**config.mk**
```make
export PLATFORM = sky130hd
export DESIGN_NAME = ctio_top
export DESIGN_NICKNAME = d
export VERILOG_FILES = /design/src/ctio_top.v
export VERILOG_INCLUDE_DIRS = /design/src
export SDC_FILE = /design/constraint.sdc
export NUM_CORES = 1
export LEC_CHECK = 0
export BUFFER_PORTS_ARGS = -buffer_cell sky130_fd_sc_hd__buf_2
export CAP_MARGIN = 25
export CORE_ASPECT_RATIO = 1.2
export CORE_MARGIN = 8
export CORE_UTILIZATION = 40
export DETAILED_ROUTE_END_ITERATION = 10
export SLEW_MARGIN = 20
export SYNTH_ARGS = -nofsm -noshare
export SYNTH_HDL_FRONTEND = slang
export SYNTH_SLANG_ARGS = --single-unit
```
**constraint.sdc**
```tcl
create_clock -name mclk -period 3.9 [get_ports mclk]
set_clock_uncertainty 0.05 [all_clocks]
set_input_delay 0.39 -clock mclk [delete_from_list [all_inputs] [get_ports mclk]]
set_output_delay 0.39 -clock mclk [all_outputs]
set_load 0.05 [all_outputs]
```
**src/ctio_consts.vh**
```
// Constants for the clock and trigger I/O block
`ifndef CTIO_CONSTS_VH
`define CTIO_CONSTS_VH
// Trigger edge selection
`define CTIO_EDGE_RISE 2'h0
`define CTIO_EDGE_FALL 2'h1
`define CTIO_EDGE_BOTH 2'h2
// Sync output modes
`define CTIO_MODE_OFF 3'h0
`define CTIO_MODE_VIDEO 3'h1
`define CTIO_MODE_BUS 3'h2
`define CTIO_MODE_COOLER 3'h3
`define CTIO_MODE_FIXED 3'h4
`define CTIO_MODE_SAMPLE 3'h5
// Expansion source selection
`define CTIO_SRC_FAST 1'h0
`define CTIO_SRC_SAMPLE 1'h1
// Master board number
`define CTIO_MASTER_ID 4'h0
// Divider width
`define CTIO_DIV_W 16
`define CTIO_DIV_ONE 16'h0001
`define CTIO_DIV_ZERO 16'h0000
// Start alignment states
`define CTIO_ST_IDLE 2'h0
`define CTIO_ST_WAIT 2'h1
`define CTIO_ST_GO 2'h2
// Synchroniser stage count
`define CTIO_SYNC_STAGES 2
`endif

```
**src/ctio_top.v**
```verilog
// Clock and trigger input/output logic of the acquisition board
`timescale 1ns/1ns
`include "ctio_consts.vh"

// Notes on behaviour
// - Valid edge on trigger pin, while it is an input, starts acquisition.
// - Edge select defaults rising; falling or both edges selectable.
// - Trigger pin as output drives a pulse when acquisition starts.
// - Trigger pin and each sync pin have their own direction control.
// - Each sync output has its own mode selection.
// - Video mode outputs camera frame clock; off when no camera selected.
// - Bus mode outputs bus sync signal; off when no device selected.
// - Cooler mode switches fan off while data is being stored.
// - Fixed mode divides the 12.8 MHz sample oscillator, synchronous to it.
// - Fixed mode clock runs only during acquisition unless continuous.
// - Continuous selection keeps the clock running after acquisition stops.
// - Continuous on third sync output aligns start to its rising edge.
// - Fixed clock phase-aligned to sample clock only on master board.
// - Sample mode reproduces the acquisition sample clock.
// - Continuous sample mode allowed only on board 0, rejected elsewhere.
// - Master defaults: first video, second bus sync, third off.
// - Slave boards default all sync outputs off.
// - Two expansion channels, each choosing fast clock or sample clock.
// - Each channel divides its source with programmable high and low counts.
// - Expansion channels active only in acquisition mode, else held low.
// - Master ignores external sync input and asserts local master indicator.
// - Remote master indicator set on a non-master while valid external sync is present.
module ctio_top #(
  parameter DIV_W = `CTIO_DIV_W
) (
  input wire mclk,
  input wire rst,
  input wire [3:0] board_id,
  input wire mode_apply,
  input wire [1:0] trig_edge_sel,
  input wire trig_dir_out,
  input wire acq_start_pin_in,
  output reg acq_start_pin_out,
  output reg acq_start_pin_oe,
  input wire sw_start,
  input wire acq_stop,
  output reg acq_running,
  output reg acq_start_pulse,
  input wire [8:0] sync_mode_cfg,
  input wire [2:0] sync_cont_cfg,
  input wire [2:0] sync_dir_out,
  input wire [2:0] sync_in,
  output reg [2:0] sync_clock_outputs,
  output reg [2:0] sync_oe,
  output reg cont_rejected,
  input wire camera_selected,
  input wire frame_clk,
  input wire bus_dev_selected,
  input wire bus_sync,
  input wire storing,
  input wire osc_tick,
  input wire [DIV_W-1:0] fixed_half,
  input wire sample_clk,
  input wire fast_clk,
  input wire exp_acq_mode,
  input wire [1:0] exp_src_sel,
  input wire [2*DIV_W-1:0] exp_high,
  input wire [2*DIV_W-1:0] exp_low,
  output reg [1:0] exp_out,
  input wire is_master,
  input wire ext_sync_in,
  input wire ext_sync_valid,
  output reg local_master_indicator,
  output reg remote_master_indicator,
  output reg ext_sync_used
);

  // ==========================================================
  // Input synchronisers
  // ==========================================================
  // Everything arriving from pins or other clocks passes two stages, except sync_in[2], which is not sampled
  reg [10:0] sync_a;
  reg [10:0] sync_b;
  wire [10:0] raw_in = {ext_sync_valid, ext_sync_in, fast_clk, sample_clk, osc_tick,
    storing, bus_sync, frame_clk, sync_in[0], sync_in[1], acq_start_pin_in};
  always @(posedge mclk)
  begin
    if (rst)
    begin
      sync_a <= 11'h000;
      sync_b <= 11'h000;
    end
    else
    begin
      sync_a <= raw_in;
      sync_b <= sync_a;
    end
  end
  wire trig_s = sync_b[0];
  wire frame_s = sync_b[3];
  wire bsync_s = sync_b[4];
  wire store_s = sync_b[5];
  wire osc_s = sync_b[6];
  wire samp_s = sync_b[7];
  wire fast_s = sync_b[8];
  wire xsync_s = sync_b[9];
  wire xvalid_s = sync_b[10];

  // ==========================================================
  // Trigger edge detection
  // ==========================================================
  reg trig_d;
  reg osc_d;
  reg samp_d;
  reg fast_d;
  reg init_pending;
  // Delayed copies for edge detection; init_pending marks the first cycle after release
  always @(posedge mclk)
  begin
    if (rst)
    begin
      trig_d <= 1'b0;
      osc_d <= 1'b0;
      samp_d <= 1'b0;
      fast_d <= 1'b0;
      init_pending <= 1'b1;
    end
    else
    begin
      trig_d <= trig_s;
      osc_d <= osc_s;
      samp_d <= samp_s;
      fast_d <= fast_s;
      init_pending <= 1'b0;
    end
  end
  wire rise = trig_s & ~trig_d;
  wire fall = ~trig_s & trig_d;
  reg trig_hit;
  // Edge choice; unknown codes fall back to rising
  always @*
  begin
    case (trig_edge_sel)
      `CTIO_EDGE_FALL: trig_hit = fall;
      `CTIO_EDGE_BOTH: trig_hit = rise | fall;
      default: trig_hit = rise;
    endcase
  end
  // Only counts while the pin is an input
  wire start_req = (trig_hit & ~trig_dir_out) | sw_start;
  wire osc_rise = osc_s & ~osc_d;

  // ==========================================================
  // Mode registers and defaults
  // ==========================================================
  function [2:0] ctio_mode;
    input [8:0] cfg;
    input [1:0] idx;
    begin
      ctio_mode = cfg[idx*3 +: 3];
    end
  endfunction
  wire master_board = (board_id == `CTIO_MASTER_ID);
  reg [8:0] mode_r;
  reg [2:0] cont_r;
  integer k;
  // Defaults depend on board role; apply loads a new set
  always @(posedge mclk)
  begin
    if (rst)
    begin
      mode_r <= {9{1'b0}};
      cont_r <= 3'h0;
      cont_rejected <= 1'b0;
    end
    else if (mode_apply)
    begin
      cont_rejected <= 1'b0;
      for (k = 0; k < 3; k = k + 1)
      begin
        mode_r[k*3 +: 3] <= ctio_mode(sync_mode_cfg, k[1:0]);
        // Sample continuous on a slave board is refused
        if (sync_cont_cfg[k] && !master_board && ctio_mode(sync_mode_cfg, k[1:0]) == `CTIO_MODE_SAMPLE)
        begin
          cont_r[k] <= 1'b0;
          cont_rejected <= 1'b1;
        end
        else
          cont_r[k] <= sync_cont_cfg[k];
      end
    end
    else if (!rst && mode_r == {9{1'b0}} && !acq_running && cont_r == 3'h0 && init_pending)
    begin
      // One-time role defaults after reset release
      if (master_board)
        mode_r <= {`CTIO_MODE_OFF, `CTIO_MODE_BUS, `CTIO_MODE_VIDEO};
      else
        mode_r <= {`CTIO_MODE_OFF, `CTIO_MODE_OFF, `CTIO_MODE_OFF};
    end
  end
  // ==========================================================
  // Fixed-frequency divider on the sample oscillator
  // ==========================================================
  reg [DIV_W-1:0] fix_cnt;
  reg fix_clk;
  wire any_cont_fixed = |cont_r;
  // Master restarts the divider at start, unless any sync output is continuous, so phase follows the sample clock
  always @(posedge mclk)
  begin
    if (rst)
    begin
      fix_cnt <= {DIV_W{1'b0}};
      fix_clk <= 1'b0;
    end
    else if (start_req && master_board && !acq_running && !any_cont_fixed)
    begin
      fix_cnt <= {DIV_W{1'b0}};
      fix_clk <= 1'b0;
    end
    else if (osc_rise)
    begin
      if (fix_cnt + `CTIO_DIV_ONE >= fixed_half)
      begin
        fix_cnt <= {DIV_W{1'b0}};
        fix_clk <= ~fix_clk;
      end
      else
        fix_cnt <= fix_cnt + `CTIO_DIV_ONE;
    end
  end
  wire fix_rise_next = osc_rise && !fix_clk && (fix_cnt + `CTIO_DIV_ONE >= fixed_half);

  // ==========================================================
  // Acquisition start sequencing
  // ==========================================================
  reg [1:0] st;
  wire align3 = cont_r[2] && (mode_r[8:6] == `CTIO_MODE_FIXED);
  always @(posedge mclk)
  begin
    if (rst)
    begin
      st <= `CTIO_ST_IDLE;
      acq_running <= 1'b0;
      acq_start_pulse <= 1'b0;
    end
    else
    begin
      acq_start_pulse <= 1'b0;
      case (st)
        `CTIO_ST_IDLE:
          if (start_req)
            st <= align3 ? `CTIO_ST_WAIT : `CTIO_ST_GO;
        `CTIO_ST_WAIT:
          if (fix_rise_next)
            st <= `CTIO_ST_GO;
        `CTIO_ST_GO:
        begin
          acq_running <= 1'b1;
          acq_start_pulse <= ~acq_running;
          if (acq_stop)
          begin
            acq_running <= 1'b0;
            st <= `CTIO_ST_IDLE;
          end
        end
        default: st <= `CTIO_ST_IDLE;
      endcase
    end
  end

  // Trigger pin drives the start indication when set as output
  always @(posedge mclk)
  begin
    if (rst)
    begin
      acq_start_pin_out <= 1'b0;
      acq_start_pin_oe <= 1'b0;
    end
    else
    begin
      acq_start_pin_oe <= trig_dir_out;
      acq_start_pin_out <= trig_dir_out & (st == `CTIO_ST_GO) & ~acq_running;
    end
  end

  // ==========================================================
  // Sync clock outputs
  // ==========================================================
  genvar g;
  generate
    for (g = 0; g < 3; g = g + 1)
    begin : g_sync
      reg sel;
      // Per-output mode mux
      always @*
      begin
        case (mode_r[g*3 +: 3])
          `CTIO_MODE_VIDEO: sel = camera_selected & frame_s;
          `CTIO_MODE_BUS: sel = bus_dev_selected & bsync_s;
          `CTIO_MODE_COOLER: sel = ~store_s;
          `CTIO_MODE_FIXED: sel = fix_clk & (acq_running | cont_r[g]);
          `CTIO_MODE_SAMPLE: sel = samp_s & (acq_running | cont_r[g]);
          default: sel = 1'b0;
        endcase
      end
      always @(posedge mclk)
      begin
        if (rst)
        begin
          sync_clock_outputs[g] <= 1'b0;
          sync_oe[g] <= 1'b0;
        end
        else
        begin
          sync_oe[g] <= sync_dir_out[g];
          sync_clock_outputs[g] <= sync_dir_out[g] & sel;
        end
      end
    end
  endgenerate

  // ==========================================================
  // Expansion output channels
  // ==========================================================
  // Source is sampled on mclk, so the fast clock is only usable below mclk/2
  generate
    for (g = 0; g < 2; g = g + 1)
    begin : g_exp
      reg [DIV_W-1:0] cnt;
      wire tick = (exp_src_sel[g] == `CTIO_SRC_SAMPLE) ? (samp_s & ~samp_d) : (fast_s & ~fast_d);
      wire [DIV_W-1:0] lim = exp_out[g] ? exp_high[g*DIV_W +: DIV_W] : exp_low[g*DIV_W +: DIV_W];
      always @(posedge mclk)
      begin
        if (rst || !exp_acq_mode)
        begin
          cnt <= {DIV_W{1'b0}};
          exp_out[g] <= 1'b0;
        end
        else if (tick)
        begin
          if (cnt + `CTIO_DIV_ONE >= lim)
          begin
            cnt <= {DIV_W{1'b0}};
            exp_out[g] <= ~exp_out[g];
          end
          else
            cnt <= cnt + `CTIO_DIV_ONE;
        end
      end
    end
  endgenerate

  // ==========================================================
  // Master and external sync gating
  // ==========================================================
  always @(posedge mclk)
  begin
    if (rst)
    begin
      local_master_indicator <= 1'b0;
      remote_master_indicator <= 1'b0;
      ext_sync_used <= 1'b0;
    end
    else
    begin
      local_master_indicator <= is_master;
      ext_sync_used <= ~is_master & xsync_s;
      remote_master_indicator <= ~is_master & xvalid_s;
    end
  end

endmodule // ctio_top

```
# ---- Word-level counts from Yosys, hierarchy flattened
# Cells that the tools add are included.
dict set report word_totals {
  latchBits 0
  output_inout_bits 16
  mem_count 0
  rom_bits 0
  ramBits 0
  wordCells 162
  input_bits 125
  register_bits 106
}
dict set report classes {
  muxes 27
  eq_ne 25
  n_addsub 3
  multipliers 0
  shifts 0
  order_cmp 3
  n_reduce_logical 35
  bitwise 39
  div_mod_pow 0
}
# op count
set op_table {}
lappend op_table {{$mux W16} 5}
lappend op_table {{$add A16 B1 Y16 const B} 3}
lappend op_table {{$ge A16 B16 Y1} 3}
lappend op_table {{$eq A3 B3 Y1 const B} 9}
lappend op_table {{$and A1 B1 Y1} 21}
lappend op_table {{$eq A3 B2 Y1 const B} 6}
lappend op_table {{$mux W9} 2}
lappend op_table {{$logic_and A1 B1 Y1} 16}
lappend op_table {{$pmux W1 S5} 3}
lappend op_table {{$not A1 Y1} 13}
lappend op_table {{$mux W1} 10}
lappend op_table {{$eq A3 B1 Y1 const B} 3}
lappend op_table {{$logic_not A9 Y1} 1}
lappend op_table {{$mux W2} 4}
lappend op_table {{$logic_not A1 Y1} 6}
lappend op_table {{$ne A2 B2 Y1 const B} 3}
lappend op_table {{$pmux W2 S3} 1}
lappend op_table {{$reduce_and A2 Y1} 3}
lappend op_table {{$mux W5} 1}
lappend op_table {{$or A1 B1 Y1} 5}
lappend op_table {{$eq A2 B1 Y1 const B} 2}
lappend op_table {{$eq A2 B2 Y1 const B} 2}
lappend op_table {{$logic_not A4 Y1} 1}
lappend op_table {{$reduce_or A2 Y1} 2}
lappend op_table {{7 further kinds} 7}

# ---- Depth between registers and ports, before layout
# Gate-level depths: netlist (run 1).
dict set report depth {
  depth_word 10
  ltp_mapped 14
  depth_no_buf 13
}

# ---- Least setup slack after synthesis (run 1)
# No wires, ideal clock.
dict set report synth_path {
  kind {register -> register}
  startpoint {register exp_out[1]}
  endpoint {register g_exp[1].cnt[2]}
  slack_ns 0.570
  path_stages_with_launch 12
  arrival_ns 3.166
  setup_ns 0.114
  cell_sequence {dfxtp_1 -> clkbuf_1 -> clkbuf_1 -> mux2i_1 -> ha_1 -> o21a_1 -> o211ai_1 -> a2111o_1 -> o211ai_1 -> buf_2 -> o31ai_1 -> a21o_1}
}
dict set report synth_between {
  elab_chain_len 3
}
# element line
set synth_lines {}
lappend synth_lines {{from (decl)} ctio_top.v:64} ;# output reg [1:0] exp_out,
lappend synth_lines {{from (signal, indexed assignment)} ctio_top.v:339} ;# exp_out[g] <= ~exp_out[g];
lappend synth_lines {{$mux W16} ctio_top.v:326} ;# wire [DIV_W-1:0] lim = exp_out[g] ? exp_high[g*DIV_W +: DIV_W] : exp_low[g*DIV_W +: DIV_W];
lappend synth_lines {{$ge A16 B16 Y1} ctio_top.v:336} ;# if (cnt + `CTIO_DIV_ONE >= lim)
lappend synth_lines {{$mux W16} ctio_top.v:336}
lappend synth_lines {{to (signal assigned)} ctio_top.v:331} ;# cnt <= {DIV_W{1'b0}};
lappend synth_lines {{to (signal assigned)} ctio_top.v:338} ;# cnt <= {DIV_W{1'b0}};
lappend synth_lines {{to (signal assigned)} ctio_top.v:342} ;# cnt <= cnt + `CTIO_DIV_ONE;
lappend synth_lines {{to (decl)} ctio_top.v:324} ;# reg [DIV_W-1:0] cnt;
# Every way passes these cells.
# A chain may end at the register's enable or synchronous reset.

# ---- Worst setup path after layout (run 1)
dict set report layout_path {
  startpoint {register fix_cnt[0]}
  endpoint {register fix_cnt[6]}
}
dict set report layout_between {
  elab_chain_len 3
}
# element line
set layout_lines {}
lappend layout_lines {{from (decl)} ctio_top.v:199} ;# reg [DIV_W-1:0] fix_cnt;
lappend layout_lines {{from (signal assigned)} ctio_top.v:207} ;# fix_cnt <= {DIV_W{1'b0}};
lappend layout_lines {{from (signal assigned)} ctio_top.v:212} ;# fix_cnt <= {DIV_W{1'b0}};
lappend layout_lines {{from (signal assigned)} ctio_top.v:219} ;# fix_cnt <= {DIV_W{1'b0}};
lappend layout_lines {{$add A16 B1 Y16 (no line) *} --}
lappend layout_lines {{$ge A16 B16 Y1} ctio_top.v:217} ;# if (fix_cnt + `CTIO_DIV_ONE >= fixed_half)
lappend layout_lines {{$mux W16 *} ctio_top.v:217}
# Every way passes the cells marked *; elsewhere a longest branch is shown, timed or not.

==> qor.csv, run 1 <==
metric;value;unit
peakVddDrop;218.1;µV
grt_max_degree;39;
wire_per_inst;14.73;µm
yosysSeqAreaShare;33.46;%
via_per_inst;5.219;
core;0.01496;mm²
power;0.002283;W
dp_hpwl;12280;µm
die-area;0.01948;mm²
hp-class;in2reg;
fillers;1463;
worst-setup-path-type;reg2reg;
drive_above_1_share;22.48;%
max_slew.worst_pin.slew;0.8944;ns
clock.fmax;286.7;MHz
grt_usage;15.66;%
antenna_cells;0;
intPower;0.001697;W
clock_latency;0.34;ns
power_leakage;3.267;nW
tns;0;ns
drc;0;
pwr_density_cell;309.2;mW/mm²
areaGrowthSynthToFinish;20.93;%
cap_violations;0;
rows;49;
nets;1007;
cts_root_buf;clkbuf_16;
synth_fp_nets;865;
tritoncts;built;
start_util;40.80;%
worstPathArrival;3.68;ns
rsz0062_at_grt;no;
syn_avg_cell_area;8.910;µm²
relSlewSlack;40.25;%
synthArstFlopShare;0;%
clk_pin_slew;0.07;ns
period_needed;3.488;ns
p_seq_share;47.7;%
critical_path_required;4.09;ns
slew_violations;0;
swShare;25.67;%
synth-edff-count;0;
port_buffers;137;
wl;15270;µm
synth_area;0.006103;mm²
yosys_warnings;0;
holdBufCountCts;0;
grt_overflow_total;0;
vias;5407;
cts.sinks;102;
final_antenna_net_count;0;
final_cell_mix;137 x buf_2, 102 x dfxtp_1, 55 x ha_1;
grt_antenna_before_repair;0;
cp-start-kind;flop;
grt_pass1_wl;25040;µm
hold_viol_final;0;
first_pass_iters;4;
die_x;128.8;µm
timing.final.crit_share;89.44;%
hold_ws;0.1853;ns
cts_buffer_depth;2;
cts.htree.levels;3;
cts_buffers;9;
drt_iter0_drc;213;
p_comb_share;11.1;%
synth_ff_type;dfxtp_1;
ys_ff_latch;102;
die_y;151.3;µm
outcome;completed;
synth_cell_types;59;
end_kind;flop;
worst-path-max-fanout;8;
clkPwrFrac;41.2;%
p_sw;0.0005860;W
fin_util;49.34;%
synth_cells;685;
final_common_cell;buf_2;
finalSetupViolations;0;
cts_setup_buffers;0;
ioPinCount;141;
gp_congestion;0.8832;
first_global_vias;5381;
## area by class of cell
| class | count | area (µm²) | area share, % |
|---|---|---|---|
| multi-input cells | 531 | 3859 | 52.28 |
| flip-flops and latches | 102 | 2042 | 27.67 |
| repair buffers | 151 | 790.8 | 10.71 |
| well taps | 204 | 255.2 | 3.458 |
| clock buffers | 9 | 225.2 | 3.051 |
| inverters | 32 | 120.1 | 1.627 |
| clock inverters | 7 | 88.84 | 1.204 |
## stage by stage
step                instance area [µm²]  setup WS, ns  std cells
finish                             7381        0.4117       1036
global route                       7381       0.09271       1036
CTS                                7378        0.2937       1036
detailed placement                 7064        0.3192       1020
global placement                   7057        0.2761       1019
floorplan                          6103        0.5702        685
## routing by layer
layer / vias to the layer above / GRT usage (%) / part of all wire, %
met1: 2492 / 18.22 / 42
met2: 127 / 27.13 / 50
met5: - / 0 / 0
met4: 0 / 5.650 / 1.6
met3: 16 / 4.015 / 6.7
li1: 2772 / - / -
## cells by family (layout without fill, tap and decap cells)
| group | Yosys count | in the layout | share of synthesized area, % |
|---|---|---|---|
| xor gates and xnor gates | 49 | 49 | 7.032 |
| buffers and inverters | 52 | 199 | 3.362 |
| and+or+nand+nor | 239 | 239 | 21.12 |
| AOI/OAI and AO/OA | 144 | 144 | 16.48 |
| muxes | 44 | 44 | 7.277 |
| DFF | 102 | 102 | 33.46 |
| adders and majority gates | 55 | 55 | 11.28 |
## worst max-delay path, cell delays in order (launching register included)
cell	delay, ns
dfxtp_1	0.44
ha_1	0.27
nand3_1	0.14
nor2_2	0.30
nand4_1	0.15
xnor2_1	0.18
ha_1	0.30
nand4_1	0.12
nor3_2	0.23
or4b_1	0.47
nand3_2	0.17
buf_4	0.19
o21ai_1	0.07
a32o_1	0.29
## flip-flops by register name, indices dropped and copies added (netlist names), 2 cells and up
signal              count
cont_r                  3
exp_out                 2
fix_cnt                16
g_exp.cnt              32
mode_r                  9
st                      2
sync_a                  9
sync_b                  9
sync_clock_outputs      3
sync_oe                 3
## worst paths after layout
kind,from,cells past startpoint,slack [ns],endpoint
worst max register to register,fix_cnt[0],13,0.41,fix_cnt[6]
worst min register to register,sync_a[7],1,0.39,sync_b[7]
worst min-delay path,is_master,2,0.19,remote_master_indicator
worst max-delay path,fix_cnt[0],13,0.41,fix_cnt[6]
## power groups by stage
stage                     logic [W]  clock network, W  registers, W
after floorplan            0.000125                 0       0.00113
after global placement     0.000245                 0       0.00111
after detailed placement   0.000254                 0       0.00111
after CTS                  0.000255          0.000965       0.00109
after global routing       0.000282           0.00102       0.00109
final                      0.000252          0.000940       0.00109
## repair_timing
| item | 4_1_cts | 5_1_grt |
|---|---|---|
| resized for setup | 0 | 1 |
| setup endpoints to repair | 0 | 3 |
| hold endpoints to repair | 0 | 0 |
## synth_stat cells (5+ instances only)
cell	instances	share of area, %
and2_1	6	0.62
nor2_1	42	2.6
nand4_1	13	1.3
a31o_2	5	0.72
nand3_1	21	1.7
o21ai_0	25	2.1
o211ai_1	6	0.74
clkbuf_1	15	0.92
inv_1	32	2.0
o21a_1	10	1.2
dfxtp_1	102	33
xnor2_1	28	4.0
nand2_1	49	3.0
a21oi_1	33	2.7
xor2_1	21	3.0
ha_1	55	11
nand2b_1	11	1.1
a22o_1	23	3.3
nor3_1	25	2.1
a21o_1	5	0.62
a211oi_1	5	0.62
nor2b_1	33	3.4
mux2i_1	41	6.7
and3_1	9	0.92
No activity file was read; power rests on OpenSTA's default activity.
==> inputs of run 2 (changes only) <==
Settings changed: ABC_AREA from default to 1.
==> qor.csv, run 2 <==
metric;value;unit;change
crit_top_cell;nand2_1;;
outcome;completed;;unchanged
cap_violations;0;;unchanged
port_buffers;137;;unchanged
start_util;40.80;%;about the same
placed_area;0.007522;mm²;was 0.007064 mm²
die_y;157.1;µm;was 151.3 µm
yosysSeqAreaShare;30.76;%;was 33.46%
pwr_density_cell;291.1;mW/mm²;was 309.2 mW/mm²
syn_avg_cell_area;6.952;µm²;was 8.910 µm²
path_delay_family;simple AND/OR/NAND/NOR gates;;unchanged
synth_ff_type;dfxtp_1;;unchanged
seqCellArea;0.002042;mm²;unchanged
drive_above_1_share;18.24;%;was 22.48%
clock.fmax;325.1;MHz;was 286.7 MHz
crit_path_cell_trace;ha_1 -> nand2_1 -> nor2_1 -> nand2_1 -> inv_1 -> nand2_1 -> nand2_1 -> inv_1 -> ha_1 -> nand4_1 -> nor3_1 -> nand2_1 -> nand3_1 -> nand2_1 -> nand2_1 -> nor2_1;;was ha_1 -> nand3_1 -> nor2_2 -> nand4_1 -> xnor2_1 -> ha_1 -> nand4_1 -> nor3_2 -> or4b_1 -> nand3_2 -> buf_4 -> o21ai_1 -> a32o_1
drt_iter0_drc;316;;was 213
regMostFlops;g_exp.cnt;;unchanged
synth_fp_nets;1135;;was 865
clk_pin_slew;0.08;ns;was 0.07 ns
synth_area_leaders;dfxtp_1 31%, nand2_1 12%, ha_1 10%;;was dfxtp_1 33%, ha_1 11%, mux2i_1 6.7%
ctsResizeCount;0;;unchanged
holdBufCountCts;0;;unchanged
synth-compound-area-share;10.63;%;was 16.48%
synth-adder-area-share;10.37;%;was 11.28%
rsz0062_at_grt;no;;unchanged
max_slew.worst_pin.slew;0.8582;ns;was 0.8944 ns
synth_cell_types;47;;was 59
antenna_cells;0;;unchanged
intPower;0.001637;W;was 0.001697 W
ys_top_cells_by_count;207 x nand2_1, 140 x inv_1, 105 x nor2_1, 102 x dfxtp_1, 88 x a21oi_1;;was 102 x dfxtp_1, 55 x ha_1, 49 x nand2_1, 42 x nor2_1, 41 x mux2i_1
synth_top_area_share;30.76;%;was 33.46%
vias;6274;;was 5407
cts_root_buf;clkbuf_16;;unchanged
finalSetupViolations;0;;unchanged
synthArstFlopShare;0;%;unchanged
dp.cells;1287;;was 1020
cts.htree.levels;3;;unchanged
largest_registers;g_exp.cnt: 32 flops, fix_cnt: 16 flops;;unchanged
holdCritStartpoint;ext_sync_valid;;was is_master
min_to;sync_a[10];;was remote_master_indicator
grt_overflow_total;0;;unchanged
first_global_vias;6064;;was 5381
rows;51;;was 49
synthMuxAreaShare;5.013;%;was 7.278%
cts_buffer_depth;2;;unchanged
hold_viol_final;0;;unchanged
grt_usage;15.84;%;was 15.66%
period_needed;3.076;ns;was 3.488 ns
via_per_inst;4.815;;was 5.219
yosys_warnings;0;;unchanged
nets;1266;;was 1007
synth_xor_area_share;3.298;%;was 7.032%
slowest_delay;0.42;ns;was 0.47 ns
ys_ff_latch;102;;unchanged
grt_max_degree;46;;was 39
p_comb_share;11.4;%;was 11.1%
cp-start-kind;flop;;unchanged
power_leakage;3.625;nW;was 3.267 nW
timing.final.crit_share;78.86;%;was 89.44%
areaGrowthSynthToFinish;18.11;%;was 20.93%
swShare;28.26;%;was 25.67%
core;0.01627;mm²;was 0.01496 mm²
crit_path_top_delay_cell;dfxtp_1;;was or4b_1
worstPathArrival;3.27;ns;was 3.68 ns
path_buf_inv;2;;was 1
synth_area_leader_cell;dfxtp_1;;unchanged
final_cell_area;0.007841;mm²;was 0.007381 mm²
critical_path_required;4.10;ns;was 4.09 ns
hp-class;in2reg;;unchanged
largest_register_ffs;32;;unchanged
post-synth-top-count-cell;nand2_1;;was dfxtp_1
clkPwrFrac;41.0;%;was 41.2%
relSlewSlack;42.78;%;was 40.25%
grt_antenna_before_repair;0;;unchanged
tritoncts;built;;unchanged
rrSetupSlack;0.82;ns;was 0.41 ns
slew_violations;0;;unchanged
clock_latency;0.36;ns;was 0.34 ns
r2r_end;g_exp[1].cnt[14];;was fix_cnt[6]
first_pass_iters;7;;was 4
p_sw;0.0006449;W;was 0.0005860 W
synth_top_family_by_area;simple AND/OR/NAND/NOR gates;;unchanged
wl;16530;µm;was 15270 µm
die_x;133.6;µm;was 128.8 µm
multiInputGateArea;0.003910;mm²;was 0.003859 mm²
die-area;0.02099;mm²;was 0.01948 mm²
cts_buffers;9;;unchanged
cts_setup_buffers;0;;unchanged
fillers;1687;;was 1463
ff2ff_path_depth;16;;was 13
end_kind;flop;;unchanged
dp_hpwl;13130;µm;was 12280 µm
final_antenna_net_count;0;;unchanged
cts.sinks;102;;unchanged
power;0.002282;W;was 0.002283 W
synth_area;0.006639;mm²;was 0.006103 mm²
drc;0;;unchanged
final_cell_mix;207 x nand2_1, 140 x inv_1, 137 x buf_2;;was 137 x buf_2, 102 x dfxtp_1, 55 x ha_1
wire_per_inst;12.69;µm;was 14.73 µm
ioPinCount;141;;unchanged
tns;0;ns;unchanged
grt_pass1_wl;27720;µm;was 25040 µm
synthSimpleGateAreaFrac;29.59;%;was 21.12%
hold_depth;3;;was 2
synth-edff-count;0;;unchanged
worst-setup-path-type;reg2reg;;unchanged
synth_cells;955;;was 685
peakVddDrop;177.7;µV;was 218.1 µV
r2r_start;g_exp[1].cnt[0];;was fix_cnt[0]
gp_congestion;0.8429;;was 0.8832
worst-path-max-fanout;12;;was 8
layout.cells.non_filler;1303;;was 1036
p_seq_share;47.6;%;was 47.7%
final_common_cell;nand2_1;;was buf_2
-- run 2: cell count changes in the layout (fill, tap and decap cells not counted), sizes merged, moves of 22 or more --
cell   change
a21oi     +58
nand4     +31
nor2b     -33
xnor2     -22
inv      +112
nor2      +71
nand2    +164
a22o      -23
-- run 2: metal layers --
metal / track usage, % / wire, µm / vias up
met1: 18.88 / 7283 / 2744
met5: 0 / 0 / -
met2: 27.54 / 8082 / 145
li1: - / - / 3368
met4: 4.713 / 225 / 0
met3: 3.827 / 943 / 17
-- run 2: area by class of cell --
cell class                 instances  area share (%)
clock buffer                       9           2.872
clock inverter                     7           1.197
inverter                         145           6.941
multi-input combinational        681           49.86
sequential                       102           26.04
tap                              212           3.383
timing repair buffer             147           9.702
-- run 2: kinds of logic (layout without fill, tap and decap cells) --
family,after synthesis,after routing
adders and majority gates,55,55
buffers and inverters,172,308
muxes,33,33
and+or+nand+nor,438,438
DFF,102,102
AOI/OAI and AO/OA,130,130
xor gates and xnor gates,25,25
-- run 2: metrics by stage --
stage | util, % | hold slack, ns | setup slack, ns
2_1_floorplan | - | 0.3383 | 1.246
3_3_place_gp | 46.23 | 0.3394 | 0.8910
3_5_place_dp | 46.23 | 0.3444 | 0.8610
4_1_cts | 48.19 | 0.1592 | 0.8201
5_1_grt | 48.19 | 0.1674 | 0.4876
6_report | 48.19 | 0.1770 | 0.8244
-- run 2: power groups by stage --
| stage | logic [W] | registers [W] | clock network (W) |
|---|---|---|---|
| floorplan | 0.000139 | 0.00113 | 0 |
| global placement | 0.000260 | 0.00111 | 0 |
| detailed placement | 0.000264 | 0.00111 | 0 |
| CTS | 0.000265 | 0.00109 | 0.000963 |
| global route | 0.000298 | 0.00109 | 0.00101 |
| finish | 0.000260 | 0.00109 | 0.000936 |
-- run 2: worst max-delay path by stage --
stage	from	to	slack (ns)	cells past startpoint
3_3_place_gp	g_exp[1].cnt[0]	g_exp[1].cnt[14]	0.89	16
6_report	g_exp[1].cnt[0]	g_exp[1].cnt[14]	0.82	16
3_5_place_dp	g_exp[1].cnt[0]	g_exp[1].cnt[14]	0.86	16
4_1_cts	g_exp[1].cnt[0]	g_exp[1].cnt[14]	0.82	16
2_1_floorplan	exp_out[0]	g_exp[0].cnt[4]	1.25	10
5_1_grt	g_exp[1].cnt[0]	g_exp[1].cnt[14]	0.49	16
-- run 2: worst reg2reg max path, delay by kind of cell (launching register included) --
family,cells,cell delay [ns]
fa+ha+maj,2,0.54
buf+inv,2,0.11
flops,1,0.42
simple gates,12,1.83
==> inputs of run 3 (changes only) <==
Clock period 3.9 ns to 3 ns, I/O delays scaled along.
==> qor.csv, run 3 (synthesis gave the netlist of run 2 again) <==
metric;value;unit;change
areaGrowthSynthToFinish;19.19;%;was 18.11%
wire_per_inst;12.44;µm;was 12.69 µm
final_antenna_net_count;0;;unchanged
cts_buffers;9;;unchanged
period_needed;2.739;ns;was 3.076 ns
finalSetupViolations;0;;unchanged
drc;0;;unchanged
grt_antenna_before_repair;0;;unchanged
outcome;completed;;unchanged
dp_hpwl;12990;µm;was 13130 µm
largest_registers;g_exp.cnt: 32 flops, fix_cnt: 16 flops;;unchanged
cap_violations;0;;unchanged
peakVddDrop;221.8;µV;was 177.7 µV
worstPathArrival;2.97;ns;was 3.27 ns
cts.sinks;102;;unchanged
cp-start-kind;flop;;unchanged
multiInputGateArea;0.003928;mm²;was 0.003910 mm²
cts_root_buf;clkbuf_16;;unchanged
vias;6259;;was 6274
tns;0;ns;unchanged
power_leakage;3.655;nW;was 3.625 nW
tritoncts;built;;unchanged
timing.final.crit_share;91.31;%;was 78.86%
max_slew.worst_pin.slew;0.7236;ns;was 0.8582 ns
start_util;40.80;%;unchanged
end_kind;flop;;unchanged
grt_max_degree;46;;unchanged
port_buffers;137;;unchanged
largest_register_ffs;32;;unchanged
power;0.002974;W;was 0.002282 W
final_cell_mix;207 x nand2_1, 140 x inv_1, 137 x buf_2;;unchanged
worst-setup-path-type;reg2reg;;unchanged
grt_pass1_wl;27610;µm;was 27720 µm
cts.htree.levels;3;;unchanged
first_pass_iters;4;;was 7
regMostFlops;g_exp.cnt;;unchanged
cts_buffer_depth;2;;unchanged
relSlewSlack;51.71;%;was 42.78%
final_common_cell;nand2_1;;unchanged
critical_path_required;3.23;ns;was 4.10 ns
core;0.01627;mm²;unchanged
first_global_vias;6056;;was 6064
rsz0062_at_grt;no;;unchanged
hp-class;in2reg;;unchanged
grt_overflow_total;0;;unchanged
drt_iter0_drc;375;;was 316
grt_usage;15.73;%;was 15.84%
clock.fmax;365.1;MHz;was 325.1 MHz
seqCellArea;0.002043;mm²;was 0.002042 mm²
die-area;0.02099;mm²;unchanged
die_x;133.6;µm;unchanged
hold_viol_final;0;;unchanged
holdBufCountCts;0;;unchanged
slew_violations;0;;unchanged
fillers;1682;;was 1687
antenna_cells;0;;unchanged
die_y;157.1;µm;unchanged
rows;51;;unchanged
clk_pin_slew;0.08;ns;about the same
gp_congestion;0.8167;;was 0.8429
worst-path-max-fanout;16;;was 12
via_per_inst;4.782;;was 4.815
drive_above_1_share;19.14;%;was 18.24%
pwr_density_cell;375.8;mW/mm²;was 291.1 mW/mm²
wl;16290;µm;was 16530 µm
nets;1272;;was 1266
ioPinCount;141;;unchanged
clock_latency;0.35;ns;was 0.36 ns
run 3: critical path: stages, from the launching register on:
cell,delay [ns]
dfxtp_2,0.38
ha_2,0.21
nand3_2,0.12
nor3_4,0.22
nand2_1,0.12
nor2_4,0.13
nand3_1,0.09
nand2_1,0.09
nand2_2,0.07
ha_1,0.26
nand2_1,0.09
o21ai_0,0.09
a21oi_1,0.13
nand2_1,0.14
nor2_4,0.12
buf_12,0.16
nand2_1,0.05
a21oi_1,0.13
run 3: metrics by stage:
step | hold slack (ns) | utilization (%) | setup WS, ns | cell area (µm²) | instances
2_1_floorplan | 0.2777 | - | 0.3460 | 6639 | 955
3_3_place_gp | 0.3393 | 46.54 | 0.2410 | 7572 | 1292
3_5_place_dp | 0.3448 | 46.54 | 0.2216 | 7572 | 1292
4_1_cts | 0.07056 | 48.47 | 0.1701 | 7886 | 1308
5_1_grt | 0.07395 | 48.63 | 0.006493 | 7913 | 1309
6_report | 0.08798 | 48.63 | 0.2608 | 7913 | 1309
run 3: layer usage:
layer,global-route usage [%],up-vias,share of wire [%]
met5,0,-,0
met4,4.928,0,1.3
met3,3.412,17,4.6
met2,27.30,106,49
met1,18.94,2749,45
li1,-,3387,-
run 3: where the power goes:
part | internal (W) | switching [W] | leakage [nW]
clock | 0.000607 | 0.000611 | 0.153
sequential | 0.00139 | 0.0000239 | 0.831
combinational | 0.000140 | 0.000203 | 2.67
total | 0.00214 | 0.000838 | 3.66
run 3: worst paths after layout:
kind             startpoint          to  slack (ns)  depth (start not counted)
max              fix_cnt[0]  fix_cnt[4]        0.26                         17
min          ext_sync_valid  sync_a[10]        0.09                          3
max reg2reg      fix_cnt[0]  fix_cnt[4]        0.26                         17
min reg2reg       sync_a[3]   sync_b[3]        0.36                          2
run 3: final cells by class:
type	count	area share [%]
Tap cell	212	3.352
Timing Repair Buffer	153	10.34
Clock inverter	7	1.123
Multi-Input combinational cell	681	49.64
Clock buffer	9	2.846
Inverter	145	6.879
Sequential cell	102	25.82
run 3: repair_timing:
item | CTS | global route
hold endpoints to repair | 0 | 0
gates resized for setup | 0 | 6
setup endpoints to repair | 0 | 25
setup buffers | 0 | 1
